[src/pkg/mlt_defines.svh]
`ifndef MLT_DEFINES_SVH
`define MLT_DEFINES_SVH

// register byte offsets
`define MLT_OFF_CTRL 12'h000
`define MLT_OFF_CUR_LEVEL 12'h004
`define MLT_OFF_CUR_BAND 12'h008
`define MLT_OFF_VOLT_LEVEL 12'h00c
`define MLT_OFF_VOLT_BAND 12'h010
`define MLT_OFF_METER_LEVEL 12'h014
`define MLT_OFF_METER_BAND 12'h018
`define MLT_OFF_STATUS 12'h01c
`define MLT_OFF_FIRE_COUNT 12'h020

// control field positions
`define MLT_CTRL_CUR_EDGE_LSB 0
`define MLT_CTRL_VOLT_EDGE_LSB 2
`define MLT_CTRL_METER_EDGE_LSB 4
`define MLT_CTRL_SOURCE_BIT 8
`define MLT_CTRL_HOST_FIRE_BIT 9

// reset values
`define MLT_RST_LEVEL 16'h0000
`define MLT_RST_BAND 16'h0000
`define MLT_RST_EDGE 2'h0
`define MLT_RST_SOURCE 1'b0

`endif

[src/pkg/mlt_pkg.sv]
package mlt_pkg;

  // edge select codes
  typedef enum logic [1:0] {
    MLT_EDGE_RISE = 2'h0,
    MLT_EDGE_FALL = 2'h1,
    MLT_EDGE_EITHER = 2'h2
  } mlt_edge_e;

  // arm state of one channel, one-hot
  typedef enum logic [2:0] {
    MLT_ST_INSIDE = 3'b001,
    MLT_ST_BELOW = 3'b010,
    MLT_ST_ABOVE = 3'b100
  } mlt_arm_e;

  typedef logic [15:0] mlt_val_t;

  typedef struct packed {
    mlt_val_t [2:0] level;
    mlt_val_t [2:0] band;
    mlt_edge_e [2:0] edge_sel;
    logic source_host;
    mlt_arm_e [2:0] arm;
    logic [2:0] fired;
    logic trig;
    logic [15:0] fire_count;
    logic [2:0] sync0;
    logic [2:0] sync1;
    logic [31:0] prdata;
    logic pslverr;
  } mlt_state_s;

endpackage

[src/hw/mlt_trigger.sv]
`timescale 1ns/100ps
`include "mlt_defines.svh"

module mlt_trigger (
  // clock and reset
  input wire logic clk_sys,
  input wire logic reset,
  // apb slave
  input wire logic psel,
  input wire logic penable,
  input wire logic pwrite,
  input wire logic [11:0] paddr,
  input wire logic [31:0] pwdata,
  input wire logic [3:0] pstrb,
  output logic [31:0] prdata,
  output logic pready,
  output logic pslverr,
  // sample stream, from converter domain
  input wire logic sample_valid,
  input wire logic [15:0] current_sample,
  input wire logic [15:0] voltage_sample,
  input wire logic [15:0] meter_sample,
  // trigger out
  output logic meas_trigger,
  output logic [2:0] channel_fired
);

  mlt_pkg::mlt_state_s st_r;
  mlt_pkg::mlt_state_s st_nxt;

  ////////////////////////////////////////////////////////////////////////////
  // helpers

  // band limits, upper widened to 17 bits and lower to 18 signed bits so nothing wraps
  function automatic logic [16:0] upper_lim(input logic [15:0] lv, input logic [15:0] bw);
    upper_lim = {1'b0, lv} + {2'b00, bw[15:1]};
  endfunction

  function automatic logic signed [17:0] lower_lim(input logic [15:0] lv,
                                                   input logic [15:0] bw);
    lower_lim = $signed({2'b00, lv}) - $signed({3'b000, bw[15:1]});
  endfunction

  // true for every register offset the bus decodes
  function automatic logic reg_mapped(input logic [11:0] a);
    if (a == `MLT_OFF_CTRL)
      reg_mapped = 1'b1;
    else if (a == `MLT_OFF_CUR_LEVEL)
      reg_mapped = 1'b1;
    else if (a == `MLT_OFF_CUR_BAND)
      reg_mapped = 1'b1;
    else if (a == `MLT_OFF_VOLT_LEVEL)
      reg_mapped = 1'b1;
    else if (a == `MLT_OFF_VOLT_BAND)
      reg_mapped = 1'b1;
    else if (a == `MLT_OFF_METER_LEVEL)
      reg_mapped = 1'b1;
    else if (a == `MLT_OFF_METER_BAND)
      reg_mapped = 1'b1;
    else if (a == `MLT_OFF_STATUS)
      reg_mapped = 1'b1;
    else if (a == `MLT_OFF_FIRE_COUNT)
      reg_mapped = 1'b1;
    else
      reg_mapped = 1'b0;
  endfunction

  function automatic logic edge_allows(input mlt_pkg::mlt_edge_e sel, input logic rising);
    case (sel)
      mlt_pkg::MLT_EDGE_RISE: edge_allows = rising;
      mlt_pkg::MLT_EDGE_FALL: edge_allows = !rising;
      mlt_pkg::MLT_EDGE_EITHER: edge_allows = 1'b1;
      default: edge_allows = 1'b0;
    endcase
  endfunction

  function automatic mlt_pkg::mlt_edge_e edge_of(input logic [1:0] code);
    if (code == 2'h1)
      edge_of = mlt_pkg::MLT_EDGE_FALL;
    else if (code == 2'h2)
      edge_of = mlt_pkg::MLT_EDGE_EITHER;
    else
      edge_of = mlt_pkg::MLT_EDGE_RISE;
  endfunction

  ////////////////////////////////////////////////////////////////////////////
  // sample capture, two stages for data from the converter domain

  logic [15:0] samp_s0_r [3];
  logic [15:0] samp_s1_r [3];
  logic [15:0] samp_in [3];

  assign samp_in[0] = current_sample;
  assign samp_in[1] = voltage_sample;
  assign samp_in[2] = meter_sample;

  genvar g;
  generate
    for (g = 0; g < 3; g++)
    begin : g_sync
      always_ff @(posedge clk_sys or posedge reset)
      begin
        if (reset)
        begin
          samp_s0_r[g] <= 16'h0000;
          samp_s1_r[g] <= 16'h0000;
        end
        else
        begin
          samp_s0_r[g] <= samp_in[g];
          samp_s1_r[g] <= samp_s0_r[g];
        end
      end
    end
  endgenerate

  ////////////////////////////////////////////////////////////////////////////
  // band classification per channel

  logic [2:0] is_above;
  logic [2:0] is_below;
  logic [16:0] up_lim [3];
  logic signed [17:0] lo_lim [3];

  generate
    for (g = 0; g < 3; g++)
    begin : g_cls
      assign up_lim[g] = upper_lim(st_r.level[g], st_r.band[g]);
      assign lo_lim[g] = lower_lim(st_r.level[g], st_r.band[g]);
      assign is_above[g] = {1'b0, samp_s1_r[g]} > up_lim[g];
      assign is_below[g] = $signed({2'b00, samp_s1_r[g]}) < lo_lim[g];
    end
  endgenerate

  ////////////////////////////////////////////////////////////////////////////
  // next state

  logic access;
  logic setup;
  logic wr;
  logic valid_q;

  assign access = psel && penable;
  assign setup = psel && !penable;
  assign wr = access && pwrite;
  assign valid_q = st_r.sync1[0];

  always_comb
  begin
    logic hit;
    logic any_fire;
    logic host_fire;
    logic [31:0] rd;
    logic mapped;
    hit = 1'b0;
    any_fire = 1'b0;
    host_fire = 1'b0;
    rd = 32'h0000_0000;
    mapped = reg_mapped(paddr);
    st_nxt = st_r;
    st_nxt.fired = 3'b000;
    st_nxt.sync0 = {2'b00, sample_valid};
    st_nxt.sync1 = st_r.sync0;

    // per-channel crossing detection
    for (int c = 0; c < 3; c++)
    begin
      if (valid_q)
      begin
        case (st_r.arm[c])
          mlt_pkg::MLT_ST_BELOW:
          begin
            if (is_above[c])
            begin
              st_nxt.arm[c] = mlt_pkg::MLT_ST_ABOVE;
              hit = edge_allows(st_r.edge_sel[c], 1'b1);
              st_nxt.fired[c] = hit;
            end
          end
          mlt_pkg::MLT_ST_ABOVE:
          begin
            if (is_below[c])
            begin
              st_nxt.arm[c] = mlt_pkg::MLT_ST_BELOW;
              hit = edge_allows(st_r.edge_sel[c], 1'b0);
              st_nxt.fired[c] = hit;
            end
          end
          default:
          begin
            if (is_above[c])
              st_nxt.arm[c] = mlt_pkg::MLT_ST_ABOVE;
            else if (is_below[c])
              st_nxt.arm[c] = mlt_pkg::MLT_ST_BELOW;
          end
        endcase
      end
    end

    // apb register file, read side
    if (paddr == `MLT_OFF_CTRL)
    begin
      rd = {23'h000000, st_r.source_host, 2'h0, st_r.edge_sel[2], st_r.edge_sel[1],
            st_r.edge_sel[0]};
    end
    else if (paddr == `MLT_OFF_CUR_LEVEL)
    begin
      rd = {16'h0000, st_r.level[0]};
    end
    else if (paddr == `MLT_OFF_CUR_BAND)
    begin
      rd = {16'h0000, st_r.band[0]};
    end
    else if (paddr == `MLT_OFF_VOLT_LEVEL)
    begin
      rd = {16'h0000, st_r.level[1]};
    end
    else if (paddr == `MLT_OFF_VOLT_BAND)
    begin
      rd = {16'h0000, st_r.band[1]};
    end
    else if (paddr == `MLT_OFF_METER_LEVEL)
    begin
      rd = {16'h0000, st_r.level[2]};
    end
    else if (paddr == `MLT_OFF_METER_BAND)
    begin
      rd = {16'h0000, st_r.band[2]};
    end
    else if (paddr == `MLT_OFF_STATUS)
    begin
      rd = {23'h000000, st_r.arm[2], st_r.arm[1], st_r.arm[0]};
    end
    else if (paddr == `MLT_OFF_FIRE_COUNT)
    begin
      rd = {16'h0000, st_r.fire_count};
    end
    else
    begin
      rd = 32'h0000_0000;
    end

    // apb register file, write side
    if (wr && mapped && pstrb[0] && paddr == `MLT_OFF_CTRL)
    begin
      st_nxt.edge_sel[0] = edge_of(pwdata[`MLT_CTRL_CUR_EDGE_LSB +: 2]);
      st_nxt.edge_sel[1] = edge_of(pwdata[`MLT_CTRL_VOLT_EDGE_LSB +: 2]);
      st_nxt.edge_sel[2] = edge_of(pwdata[`MLT_CTRL_METER_EDGE_LSB +: 2]);
    end
    if (wr && pstrb[1] && paddr == `MLT_OFF_CTRL)
    begin
      st_nxt.source_host = pwdata[`MLT_CTRL_SOURCE_BIT];
      host_fire = pwdata[`MLT_CTRL_HOST_FIRE_BIT] && st_r.source_host;
    end
    for (int c = 0; c < 3; c++)
    begin
      if (wr && paddr == 12'(`MLT_OFF_CUR_LEVEL + 8 * c))
      begin
        if (pstrb[0])
        begin
          st_nxt.level[c][7:0] = pwdata[7:0];
        end
        if (pstrb[1])
        begin
          st_nxt.level[c][15:8] = pwdata[15:8];
        end
      end
      if (wr && paddr == 12'(`MLT_OFF_CUR_BAND + 8 * c))
      begin
        if (pstrb[0])
        begin
          st_nxt.band[c][7:0] = pwdata[7:0];
        end
        if (pstrb[1])
        begin
          st_nxt.band[c][15:8] = pwdata[15:8];
        end
      end
    end

    any_fire = |st_nxt.fired;
    // internal source only; host source bypasses the level detector
    st_nxt.trig = st_r.source_host ? host_fire : any_fire;
    if (st_nxt.trig)
      st_nxt.fire_count = st_r.fire_count + 16'h0001;
    // read data captured in setup so it stands through the access phase
    st_nxt.prdata = (setup && !pwrite) ? rd : st_r.prdata;
    st_nxt.pslverr = access && !mapped;
  end

  ////////////////////////////////////////////////////////////////////////////
  // state register

  always_ff @(posedge clk_sys or posedge reset)
  begin
    if (reset)
    begin
      st_r <= '0;
      st_r.level <= {3{`MLT_RST_LEVEL}};
      st_r.band <= {3{`MLT_RST_BAND}};
      st_r.edge_sel[0] <= mlt_pkg::MLT_EDGE_RISE;
      st_r.edge_sel[1] <= mlt_pkg::MLT_EDGE_RISE;
      st_r.edge_sel[2] <= mlt_pkg::MLT_EDGE_RISE;
      st_r.source_host <= `MLT_RST_SOURCE;
      st_r.arm[0] <= mlt_pkg::MLT_ST_INSIDE;
      st_r.arm[1] <= mlt_pkg::MLT_ST_INSIDE;
      st_r.arm[2] <= mlt_pkg::MLT_ST_INSIDE;
    end
    else
      st_r <= st_nxt;
  end

  ////////////////////////////////////////////////////////////////////////////
  // outputs

  assign pready = 1'b1;
  assign prdata = st_r.prdata;
  // error only while an access to an undecoded offset is on the bus
  assign pslverr = access && !reg_mapped(paddr);
  assign meas_trigger = st_r.trig;
  assign channel_fired = st_r.fired;

endmodule

[config.mk]
export PLATFORM = sky130hd
export DESIGN_NAME = mlt_trigger
export DESIGN_NICKNAME = d
export VERILOG_FILES = /design/src/pkg/mlt_pkg.sv /design/src/hw/mlt_trigger.sv
export VERILOG_INCLUDE_DIRS = /design/src /design/src/pkg
export SDC_FILE = /design/constraint.sdc
export NUM_CORES = 1
export LEC_CHECK = 0
export BUFFER_PORTS_ARGS = -buffer_cell sky130_fd_sc_hd__buf_2
export CORE_ASPECT_RATIO = 0.5
export CORE_MARGIN = 2
export CORE_UTILIZATION = 55
export DETAILED_ROUTE_END_ITERATION = 7
export PLACE_DENSITY = 0.77
export SYNTH_ARGS = -nofsm -noshare
export SYNTH_HDL_FRONTEND = slang
export SYNTH_SLANG_ARGS = --single-unit
[constraint.sdc]
create_clock -name clk_sys -period 8 [get_ports clk_sys]
set_clock_uncertainty 0.15 [all_clocks]
set_input_delay 0.4 -clock clk_sys [delete_from_list [all_inputs] [get_ports clk_sys]]
set_output_delay 0.4 -clock clk_sys [all_outputs]
set_load 0.02 [all_outputs]
## Yosys cells after proc, flatten, opt, wreduce, memory -nomap -nowiden

Index checks and enable logic that the tools add are counted.

- Flip-flop bits (word level): 262
- Input port bits: 102

- Add/subtract/negate cells: 7
- Order comparisons: 6
- Equality and inequality tests: 29
- Multiplexer cells: 56
- Reductions and logical operators: 46

Operator list:

| cell | number |
|---|---|
| 2-to-1 mux 16 bit | 9 |
| adder 16 x 15 -> 17 bit | 3 |
| greater-than comparator 16 x 17 -> 1 bit | 3 |
| < comparator 17 bit | 3 |
| subtractor 16 x 15 -> 17 bit | 3 |
| == test 12 x 5 -> 1 bit, second input constant | 4 |
| AND reduction 2 bit | 15 |
| 2-to-1 mux 3 bit | 9 |
| 2-to-1 mux 1 bit | 26 |
| == test 12 x 4 -> 1 bit, second input constant | 2 |
| one-hot mux 3 bit (2 select lines) | 3 |
| logical AND 1 bit | 17 |
| adder 16 x 1 -> 16 bit, second input constant | 1 |
| == test 12 x 3 -> 1 bit, second input constant | 1 |
| == test 12 x 6 -> 1 bit, second input constant | 1 |
| == test 2 x 1 -> 1 bit, second input constant | 6 |
| == test 2 bit, second input constant | 6 |
| zero test 12 bit | 1 |
| 2-to-1 mux 2 bit | 6 |
| OR reduction 2 bit | 6 |
| == test 3 x 2 -> 1 bit, second input constant | 3 |
| == test 3 bit, second input constant | 3 |
| zero test 2 bit | 3 |
| != test 2 bit, second input constant | 3 |
| other kinds (3) | 7 |

## Depth between registers and ports, before layout

Gate-level depths: netlist of run 1.

- Depth in word-level cells: 13
- Mapped depth: 23

## Least setup slack after synthesis of run 1

Ideal clock, no wire load.

- Kind: register to register
- Start point: reg st_r[155] in the netlist's numbering
- End point: reg st_r[40] in the netlist's numbering
- Setup time: 0.125 ns
- Data arrival time: 4.543 ns
- Slack: 3.181 ns
- Cell stages (with the launch flop): 23
- Path buffers: 0
- Cell sequence: dfrtp_1 inv_1 ha_1 inv_1 fa_1 a211oi_1 o21ai_1 o211ai_1 a21oi_1 a21oi_1 a21oi_1 a21o_1 a21oi_1 xor2_1 ha_1 nor2b_1 a2111oi_0 a21oi_1 a2111oi_2 a221o_1 and4bb_4 nor2_2 mux2_4

RTL lines:

| element | RTL line | source |
|---|---|---|
| from (decl) | mlt_trigger.sv:28 | `mlt_pkg::mlt_state_s st_r;` |
| from (signal assigned) | mlt_trigger.sv:310 | `st_r <= st_nxt;` |

==> flow_summary_export.csv, run 1 <==
group,metric,value,unit
clocking,htree_num_levels,1,
power_and_ir_drop,netSwitchingFraction,24.64,%
global_routing,largest_net_degree_at_the_start_of_global_routing,122,
critical_path,crit_path_start_kind,"register",
route,ant_nets,0,
route,route.detailed.drc,0,
route,drt_iter0_drc,1382,
global_routing,antenna_violations_before_repair,0,
die,floorplan.rows,44,
power_and_ir_drop,clock_power_share,43.5,%
sta,setup-tns-final,0,ns
power_and_ir_drop,ir_worst_vdd,0.1583,mV
synthesis,ys_top_cells_by_area,"sky130_fd_sc_hd__dfrtp_1, sky130_fd_sc_hd__ha_1, sky130_fd_sc_hd__mux2_2",
clocking,post_cts_gate_resize_count,0,
power_and_ir_drop,power,2.741,mW
worst_hold_path,whs_path_depth,3,
clocking,cts_root_buf,"sky130_fd_sc_hd__clkbuf_16",
synthesis,seq_area_frac_synth,38.51,%
clocking,cts.repair_timing.setup_buffer_count,0,
critical_path,crit_fanout,15,
synthesis,async_flop_share,100.0,%
sta,slew_violations,0,
power_and_ir_drop,leakage,8.575,nW
synthesis,synth_top_cell_by_area,"sky130_fd_sc_hd__dfrtp_1",
run,cap_viol_max_count,0,
route,post_drt_wl_per_cell,18.95,µm
sta,post-route-min-period,5.844,ns
power_and_ir_drop,p_switching,0.6754,mW
worst_hold_path,hold_end,"st_r[99]",
critical_path,regToRegStartpoint,"st_r[155]",
clocking,cts.clk_slew.worst_paths,0.07,ns
synthesis,ys.warnings.count,0,
route,finalWirelength,40.14,mm
route,dr.pass1.iters,5,
die,core,0.02879,mm²
critical_path,slack_of_the_worst_reg_to_reg_path,2.16,ns
synthesis,synth.lib_cells_used.distinct,83,
placed_design,routability_congestion_estimate_from_global_placement,0.9294,
route,post_drt_via_cell_ratio,5.854,
die,fp.dieArea,0.03055,mm²
sta,timing_hold_violations_final,0,
layout,layout.nets,2009,
clocking,numCtsBuffers,25,
global_routing,via_count_of_the_first_global_routing_pass,12160,
layout,antenna_cells,0,
global_routing,grt_overflow,0,
synthesis,synthFlopType,"sky130_fd_sc_hd__dfrtp_1",
sta,post-route-period-util,73.04,%
power_and_ir_drop,power_per_standard_cell_area,152.7,mW/mm²
power_and_ir_drop,combPwrFrac,8.0,%
global_routing,grt_pass1_wl,64.84,mm
die,die_y,124.6,µm
synthesis,synth_area,0.01600,mm²
critical_path,crit_type,"reg -> reg",
power_and_ir_drop,p_int,2.065,mW
critical_path,crit_path_end_kind,"register",
layout,final_layout_size_suffix_gt1_share,15.58,%
synthesis,synth_top_cells_by_count,"sky130_fd_sc_hd__dfrtp_1, sky130_fd_sc_hd__ha_1, sky130_fd_sc_hd__inv_1",
clocking,clk_path_buf_depth,3,
worst_hold_path,hold_path.class,"in -> reg",
power_and_ir_drop,seq_power_share,48.5,%
placed_design,hpwlAfterDp,30.30,mm
route,vias,12400,
critical_path,cp.arrival,6.11,ns
die,die_width,245.2,µm
synthesis,synthesis.area_per_instance,10.00,µm²
synthesis,post-synth-top-count-cell,"sky130_fd_sc_hd__dfrtp_1",
die,io-pin-count,140,
sta,worst_slew_margin_rel,33.02,%
critical_path,timing.critical_path.required,8.27,ns
sta,setup_viol_count_final,0,
synthesis,yosysTopAreaCellShare,38.01,%
clocking,clock-sinks,246,
synthesis,ys_seq_elements,246,
clocking,insertion_delay,0.54,ns
critical_path,r2r_end,"st_r[40]",
synthesis,synth_cells,1599,
worst_hold_path,startpoint_of_the_tightest_hold_check_path,"pwdata[8]",
die,effective_utilization_at_floorplan,55.56,%
sta,worst_slew_pin_slew,1.004,ns
outcome,status,"complete, no violations",
sta,rsz0062_at_grt,"false",
placed_design,number_of_buffers_added_on_ports,104,
critical_path,reg2reg_depth,22,
clocking,cts_tree,"yes",
synthesis,count_of_flip_flops_with_a_built_in_enable_after_synthesis,0,
sta,fmax,171.1,MHz
global_routing,grt_use_total,26.83,%
layout,syn2layout_area_growth,12.21,%
clocking,holdBufCountCts,50,
-- power by group through the flow --
stage / combinational (mW) / clock [mW] / sequential (mW)
finish: 0.219 / 1.19 / 1.33
detailed placement: 0.200 / 0 / 1.35
global placement: 0.195 / 0 / 1.35
global route: 0.247 / 1.27 / 1.33
floorplan: 0.144 / 0 / 1.34
CTS: 0.221 / 1.21 / 1.33
-- cell usage in the layout, fill, tap and decap left out, types with 15 or more instances in the layout --
master and count:
sky130_fd_sc_hd__xor2_1 34, sky130_fd_sc_hd__dlygate4sd3_1 50, sky130_fd_sc_hd__buf_2 104, sky130_fd_sc_hd__nand3_1 22, sky130_fd_sc_hd__nand4_1 19, sky130_fd_sc_hd__o21bai_1 16
sky130_fd_sc_hd__a31oi_1 15, sky130_fd_sc_hd__clkbuf_16 25, sky130_fd_sc_hd__nor3_1 23, sky130_fd_sc_hd__nand2b_1 27, sky130_fd_sc_hd__a21oi_1 91, sky130_fd_sc_hd__nand2_1 99
sky130_fd_sc_hd__xnor2_1 57, sky130_fd_sc_hd__ha_1 190, sky130_fd_sc_hd__a21o_1 34, sky130_fd_sc_hd__o21ai_0 88, sky130_fd_sc_hd__inv_1 115, sky130_fd_sc_hd__nor2_1 84
sky130_fd_sc_hd__mux2_2 70, sky130_fd_sc_hd__a22oi_1 19, sky130_fd_sc_hd__nor2b_1 18, sky130_fd_sc_hd__dfrtp_1 243, sky130_fd_sc_hd__conb_1 17
-- worst max-delay path by stage --
| stage | startpoint | to | cells past startpoint |
|---|---|---|---|
| after floorplan | reset | channel_fired[0] | 1 |
| after global placement | st_r[155] | st_r[40] | 22 |
| after detailed placement | st_r[155] | st_r[40] | 22 |
| after CTS | st_r[155] | st_r[40] | 22 |
| after global routing | st_r[155] | st_r[40] | 22 |
| final | st_r[155] | st_r[40] | 22 |
-- worst max-delay path, stage by stage, from the launching register on --
cell and delay [ns]:
sky130_fd_sc_hd__dfrtp_1 0.48, sky130_fd_sc_hd__inv_1 0.09, sky130_fd_sc_hd__ha_1 0.16, sky130_fd_sc_hd__inv_1 0.06, sky130_fd_sc_hd__fa_1 0.42, sky130_fd_sc_hd__a211oi_1 0.29
sky130_fd_sc_hd__o21ai_1 0.11, sky130_fd_sc_hd__o211ai_1 0.18, sky130_fd_sc_hd__a21oi_1 0.11, sky130_fd_sc_hd__a21oi_1 0.26, sky130_fd_sc_hd__a21oi_1 0.15, sky130_fd_sc_hd__a21o_1 0.19
sky130_fd_sc_hd__a21oi_1 0.17, sky130_fd_sc_hd__xor2_1 0.21, sky130_fd_sc_hd__ha_1 0.27, sky130_fd_sc_hd__nor2b_1 0.13, sky130_fd_sc_hd__a2111oi_0 0.30, sky130_fd_sc_hd__a21oi_1 0.16
sky130_fd_sc_hd__a2111oi_2 0.72, sky130_fd_sc_hd__a221o_1 0.28, sky130_fd_sc_hd__and4bb_4 0.29, sky130_fd_sc_hd__nor2_2 0.24, sky130_fd_sc_hd__mux2_4 0.32
-- layer usage --
layer | vias to the layer above | global-route usage (%) | wire length, µm
met2 | 385 | 41.79 | 17680
met4 | 0 | 5.811 | 802
met3 | 62 | 4.913 | 2873
met1 | 6034 | 39.09 | 18780
met5 | - | 0 | 0
li1 | 5917 | - | -
-- area by class of cell --
cell class	instances	area [µm²]
fillers	2376	10840
repair buffers	162	1081
clock buffers	33	705.7
multi-input cells	1158	8946
clock inverters	10	117.6
well taps	391	489.2
inverters	118	450.4
flip-flops and latches	246	6160
-- state kept, by name, summed over array words and instances, names as in the netlist --
| signal | cells |
|---|---|
| meas_trigger | 1 |
| st_r | 129 |
| st_nxt | 1 |
| samp_s1_r | 48 |
| prdata | 16 |
| channel_fired | 3 |
| samp_s0_r | 48 |
-- cells by family (layout without fill, tap and decap cells) --
kind of cell               after synthesis  count (layout)  synth area share, %
DFF                                    246             246                38.51
other                                    2              17              0.04695
adders and majority gates              196             196                15.61
and+or+nand+nor                        376             376                12.30
xor gates and xnor gates                91              91                4.982
AOI/OAI and AO/OA                      407             407                17.54
muxes                                   71              71                5.022
buffers and inverters                  210             323                5.999
-- through the flow --
stage	area, µm²	cells	util, %	hold slack (ns)	worst slack (ns)
global placement	16630	2025	57.74	0.1823	2.278
detailed placement	16630	2025	57.74	0.1847	2.238
finish	17950	2118	62.34	0.04601	2.156
CTS	17950	2118	62.34	0.02268	2.211
global route	17950	2118	62.34	0.04267	1.568
floorplan	16050	1614	-	0.1812	0.6967
Power figures use the tool's default switching activity.
==> run 2: changes to the inputs <==
Clock period 8 ns to 5.9 ns, I/O delays scaled along.
==> flow_summary_export.csv, run 2 (synthesized netlist as in run 1, its figures left out) <==
group,metric,value,unit
outcome,status,"complete, but fails checks",
outcome,violated_checks,"design-rule violations",
layout,largest_reg_flops,129,
placed_design,hpwlAfterDp,30.22,mm
die,io-pin-count,140,
layout,final_common_cell,"sky130_fd_sc_hd__dfrtp_1",
global_routing,grt_overflow,0,
placed_design,routability_congestion_estimate_from_global_placement,0.9294,
critical_path,critical_path.slowest_cell,"sky130_fd_sc_hd__o31ai_1",
sta,fmax,183.3,MHz
sta,worst_slew_pin_slew,1.043,ns
route,dr.pass1.iters,8,
route,vias,12530,
critical_path,critical_path.n_buffers_inverters,1,
clocking,htree_num_levels,1,
sta,slew_violations,0,
power_and_ir_drop,power,3.720,mW
layout,reg.largest.list,"st_r: 129 flops, samp_s0_r: 48 flops, samp_s1_r: 48 flops",
clocking,cts.clk_slew.worst_paths,0.06,ns
critical_path,path_cells,"inv_1, ha_1, o21bai_1, a21oi_1, o21ai_0, a21boi_0, o31ai_1, a211o_1, o21ai_0, o311ai_0, ha_1, nand4_1, nor2_1, and3_1, a211o_1, a211oi_2, a31o_1, and4bb_4, nor2_2, mux2_4",
sta,setup-tns-final,0,ns
critical_path,family_of_cells_with_the_greatest_summed_delay_on_the_critical_path,"compound AO/OA/AOI/OAI gates",
layout,fill_cells,2277,
layout,layout.nets,2028,
clocking,numCtsBuffers,24,
global_routing,largest_net_degree_at_the_start_of_global_routing,158,
sta,post-route-period-util,92.45,%
clocking,clock-sinks,246,
run,cap_viol_max_count,0,
layout,mostFrequentLayoutCells,"sky130_fd_sc_hd__dfrtp_1, sky130_fd_sc_hd__ha_1, sky130_fd_sc_hd__inv_1",
critical_path,crit_fanout,15,
layout,largest-register,"st_r",
critical_path,crit_path_end_kind,"register",
layout,antenna_cells,0,
critical_path,timing.critical_path.required,6.18,ns
clocking,clk_path_buf_depth,3,
clocking,insertion_delay,0.54,ns
sta,final.setup.worst_slack,0.4454,ns
route,ant_nets,0,
die,core,0.02879,mm²
clocking,cts_tree,"yes",
worst_hold_path,hold_path.class,"in -> async",
route,post_drt_wl_per_cell,18.84,µm
global_routing,grt_use_total,27.27,%
power_and_ir_drop,ir_worst_vdd,0.2307,mV
die,floorplan.rows,44,
global_routing,via_count_of_the_first_global_routing_pass,12620,
clocking,cts.repair_timing.setup_buffer_count,0,
layout,syn2layout_area_growth,13.41,%
critical_path,crit_type,"reg -> reg",
sta,setup_viol_count_final,0,
placed_design,placement.setup.worst_slack,0.4974,ns
sta,post-route-min-period,5.455,ns
placed_design,place_inst,2029,
sta,worst_slew_margin_rel,30.36,%
die,die_width,245.2,µm
power_and_ir_drop,leakage,8.648,nW
sta,timing_hold_violations_final,0,
route,post_drt_via_cell_ratio,5.860,
critical_path,critical_path.max_stage_delay,0.51,ns
die,die_y,124.6,µm
global_routing,antenna_violations_before_repair,0,
layout,post_layout_nonfiller_instances,2139,
route,drt_iter0_drc,1189,
layout,final_layout_size_suffix_gt1_share,15.45,%
critical_path,crit_path_start_kind,"register",
sta,rsz0062_at_grt,"false",
clocking,cts_root_buf,"sky130_fd_sc_hd__clkbuf_16",
route,finalWirelength,40.31,mm
placed_design,number_of_buffers_added_on_ports,104,
global_routing,grt_pass1_wl,66.07,mm
route,route.detailed.drc,1,
critical_path,cp.arrival,5.73,ns
die,effective_utilization_at_floorplan,55.56,%
power_and_ir_drop,power_per_standard_cell_area,205.1,mW/mm²
layout,postLayoutCoreUtil,63.01,%
die,fp.dieArea,0.03055,mm²
## run 2: cell count changes in the layout (fill, tap and decap cells not counted), sizes merged
cell,change
dlygate4sd3,+16
bufinv,+1
clkinvlp,+1
clkinv,-1
buf,+4
## run 2: what timing repair did
item | in CTS | in global routing
setup endpoints to repair | 0 | 5
hold buffers | 66 | 0
gates resized for setup | 0 | 2
hold endpoints to repair | 143 | 0
## run 2: report_power, final
part / internal (mW) / switching, mW
clock network: 0.922 / 0.686
logic: 0.130 / 0.178
registers: 1.75 / 0.0560
total: 2.80 / 0.920
## run 2: final cells by class
cell class / instances / area, µm² / area share, %
multi-input cells: 1158 / 8952 / 49.35
flip-flops and latches: 246 / 6160 / 33.95
repair buffers: 182 / 1284 / 7.076
clock buffers: 33 / 655.6 / 3.614
well taps: 391 / 489.2 / 2.697
inverters: 118 / 446.7 / 2.462
clock inverters: 11 / 153.9 / 0.8483
## run 2: routing by layer
metal	vias up	share of wire, %	global-route usage (%)
li1	5939	-	-
met1	6060	45	37.47
met2	431	44	42.07
met3	104	8.4	7.304
met4	0	3.2	8.537
met5	-	0	0
## run 2: path summary, 6_finish.rpt
kind | cells after the start | endpoint | slack [ns] | from
max in group asynchronous | 5 | samp_s1_r[43] | 3.76 | reset
worst max register to register | 20 | st_r[40] | 0.45 | st_r[93]
worst max-delay path | 20 | st_r[40] | 0.45 | st_r[93]
worst min-delay path | 3 | samp_s0_r[27] | 0.12 | reset
min in group clk_sys | 4 | prdata[8] | 0.13 | pwrite
worst min register to register | 0 | samp_s1_r[9] | 0.20 | samp_s0_r[9]
## run 2: worst register-to-register path, cell delays in order (launching register included)
cell	delay, ns
sky130_fd_sc_hd__dfrtp_1	0.42
sky130_fd_sc_hd__inv_1	0.19
sky130_fd_sc_hd__ha_1	0.27
sky130_fd_sc_hd__o21bai_1	0.15
sky130_fd_sc_hd__a21oi_1	0.12
sky130_fd_sc_hd__o21ai_0	0.21
sky130_fd_sc_hd__a21boi_0	0.16
sky130_fd_sc_hd__o31ai_1	0.51
sky130_fd_sc_hd__a211o_1	0.23
sky130_fd_sc_hd__o21ai_0	0.15
sky130_fd_sc_hd__o311ai_0	0.41
sky130_fd_sc_hd__ha_1	0.32
sky130_fd_sc_hd__nand4_1	0.09
sky130_fd_sc_hd__nor2_1	0.04
sky130_fd_sc_hd__and3_1	0.20
sky130_fd_sc_hd__a211o_1	0.26
sky130_fd_sc_hd__a211oi_2	0.35
sky130_fd_sc_hd__a31o_1	0.26
sky130_fd_sc_hd__and4bb_4	0.34
sky130_fd_sc_hd__nor2_2	0.21
sky130_fd_sc_hd__mux2_4	0.31
## run 2: through the flow
step	hold WS, ns	area [µm²]
floorplan	0.1764	16060
global placement	0.1359	16660
detailed placement	0.1371	16660
CTS	0.1005	18130
global route	0.1441	18140
finish	0.1218	18140
==> run 3: changes to the inputs <==
Settings changed: PLACE_DENSITY 0.77 to 0.74.
==> flow_summary_export.csv, run 3 (synthesized netlist as in run 1, its figures left out) <==
group,metric,value,unit
outcome,status,"complete, no violations",
layout,mostFrequentLayoutCells,"sky130_fd_sc_hd__dfrtp_1, sky130_fd_sc_hd__ha_1, sky130_fd_sc_hd__inv_1",
global_routing,globalRoute.busiestLayer,"met2",
layout,post_layout_nonfiller_instances,2140,
layout,largest_reg_flops,129,
die,fp.dieArea,0.03055,mm²
placed_design,place_inst,2031,
layout,final_layout_size_suffix_gt1_share,15.89,%
route,post_drt_wl_per_cell,20.05,µm
die,die_width,245.2,µm
placed_design,hpwlAfterDp,32.40,mm
power_and_ir_drop,leakage,8.641,nW
placed_design,post_dp_area,0.01668,mm²
clocking,cts_root_buf,"sky130_fd_sc_hd__clkbuf_16",
placed_design,placement.setup.worst_slack,0.3692,ns
route,ant_nets,0,
critical_path,regToRegStartpoint,"st_r[93]",
critical_path,crit_type,"reg -> reg",
power_and_ir_drop,power_per_standard_cell_area,202.4,mW/mm²
power_and_ir_drop,netSwitchingFraction,25.30,%
global_routing,antenna_violations_before_repair,0,
sta,rsz0062_at_grt,"false",
global_routing,largest_net_degree_at_the_start_of_global_routing,178,
sta,setup_viol_count_final,0,
sta,timing_hold_violations_final,0,
sta,slew_violations,0,
worst_hold_path,hold_path.class,"in -> reg",
route,dr.pass1.iters,7,
clocking,numCtsBuffers,23,
critical_path,cp.arrival,5.80,ns
power_and_ir_drop,ir_worst_vdd,0.2523,mV
global_routing,grt.met3_usage,4.374,%
global_routing,grt_overflow,0,
critical_path,crit_fanout,15,
die,core,0.02879,mm²
layout,final_common_cell,"sky130_fd_sc_hd__dfrtp_1",
die,floorplan.rows,44,
die,io-pin-count,140,
power_and_ir_drop,seq_power_share,49.3,%
global_routing,gr-usage-met1,41.05,%
route,route.detailed.drc,0,
sta,post-route-period-util,93.63,%
clocking,clock-sinks,246,
sta,post-route-min-period,5.524,ns
layout,syn2layout_area_growth,13.37,%
layout,finish.instance_area,0.01813,mm²
critical_path,timing.critical_path.required,6.17,ns
critical_path,reg2reg_depth,20,
clocking,cts.clk_slew.worst_paths,0.07,ns
sta,worst_slew_pin_slew,0.9674,ns
clocking,cts.repair_timing.setup_buffer_count,0,
global_routing,grt_use_total,28.23,%
power_and_ir_drop,combPwrFrac,8.6,%
placed_design,routability_congestion_estimate_from_global_placement,0.9318,
route,vias,12680,
global_routing,via_count_of_the_first_global_routing_pass,12580,
clocking,htree_num_levels,1,
layout,antenna_cells,0,
global_routing,grt_pass1_wl,67.62,mm
die,die_y,124.6,µm
route,post_drt_via_cell_ratio,5.926,
sta,setup-tns-final,0,ns
run,cap_viol_max_count,0,
critical_path,crit_path_end_kind,"register",
clocking,clk_path_buf_depth,3,
sta,final.setup.worst_slack,0.3756,ns
placed_design,number_of_buffers_added_on_ports,104,
clocking,insertion_delay,0.55,ns
critical_path,slack_of_the_worst_reg_to_reg_path,0.38,ns
layout,largest-register,"st_r",
critical_path,crit_start,"st_r[93]",
critical_path,r2r_end,"st_r[40]",
layout,layout.nets,2030,
global_routing,grtUsageMet2,44.12,%
power_and_ir_drop,power,3.670,mW
sta,fmax,181.0,MHz
power_and_ir_drop,clock_power_share,42.2,%
power_and_ir_drop,p_switching,0.9283,mW
power_and_ir_drop,p_int,2.742,mW
die,effective_utilization_at_floorplan,55.56,%
route,drt_iter0_drc,1249,
sta,worst_slew_margin_rel,35.51,%
clocking,cts_tree,"yes",
critical_path,crit_path_start_kind,"register",
route,finalWirelength,42.91,mm
layout,reg.largest.list,"st_r: 129 flops, samp_s0_r: 48 flops, samp_s1_r: 48 flops",
critical_path,timing.critical_path.to,"st_r[40]",
run 3: routing by layer:
metal | part of all wire [%] | vias up
met5 | 0 | -
met4 | 2.6 | 0
met3 | 7.9 | 73
met2 | 44 | 472
met1 | 45 | 6188
li1 | - | 5948
run 3: stage by stage:
| stage | hold WS [ns] | utilization, % |
|---|---|---|
| after floorplan | 0.1764 | - |
| after detailed placement | 0.1847 | 57.93 |
| after global routing | 0.1481 | 62.98 |
| after CTS | 0.1021 | 62.95 |
| final | 0.1331 | 62.98 |
| after global placement | 0.1815 | 57.93 |
run 3: what timing repair did:
action,in CTS,in global routing
endpoints found under the hold margin,368,0
setup endpoints to repair,0,17
gates resized for setup,0,4
hold buffers,67,0
run 3: critical path, stage by stage, from the launching register on:
cell and delay (ns):
sky130_fd_sc_hd__dfrtp_1 0.42, sky130_fd_sc_hd__inv_1 0.14, sky130_fd_sc_hd__ha_1 0.33, sky130_fd_sc_hd__o21bai_1 0.13, sky130_fd_sc_hd__a21oi_1 0.11, sky130_fd_sc_hd__o21ai_0 0.22, sky130_fd_sc_hd__a21boi_0 0.17, sky130_fd_sc_hd__o31ai_1 0.44
sky130_fd_sc_hd__a211o_1 0.23, sky130_fd_sc_hd__o21ai_0 0.16, sky130_fd_sc_hd__o311ai_0 0.51, sky130_fd_sc_hd__ha_1 0.35, sky130_fd_sc_hd__nand4_1 0.08, sky130_fd_sc_hd__nor2_1 0.04, sky130_fd_sc_hd__and3_1 0.18, sky130_fd_sc_hd__a211o_1 0.24
sky130_fd_sc_hd__a211oi_2 0.44, sky130_fd_sc_hd__a31o_1 0.26, sky130_fd_sc_hd__and4bb_4 0.34, sky130_fd_sc_hd__nor2_2 0.17, sky130_fd_sc_hd__mux2_4 0.31
run 3: power groups by stage:
stage / clock network (mW) / logic [mW] / registers, mW
after floorplan: 0 / 0.196 / 1.81
after global placement: 0 / 0.264 / 1.83
after detailed placement: 0 / 0.277 / 1.84
after CTS: 1.57 / 0.312 / 1.81
after global routing: 1.65 / 0.347 / 1.81
final: 1.55 / 0.314 / 1.81
run 3: area by class of cell:
type / count / area [µm²]
tap: 391 / 489.2
multi-input combinational: 1158 / 8956
inverter: 118 / 446.7
timing repair buffer: 185 / 1309
sequential: 246 / 6160
clock inverter: 13 / 136.4
fill: 2283 / 10660
clock buffer: 29 / 638.1
run 3: how the worst min path moves through the flow:
stage,startpoint,end,slack (ns),depth (start not counted)
3_3_place_gp,samp_s0_r[13],samp_s1_r[13],0.18,0
3_5_place_dp,samp_s0_r[12],samp_s1_r[12],0.18,0
6_report,pwrite,prdata[1],0.13,5
2_1_floorplan,meter_sample[0],samp_s0_r[0],0.18,0
5_1_grt,pwrite,prdata[1],0.15,5
4_1_cts,pwrite,prdata[1],0.10,5
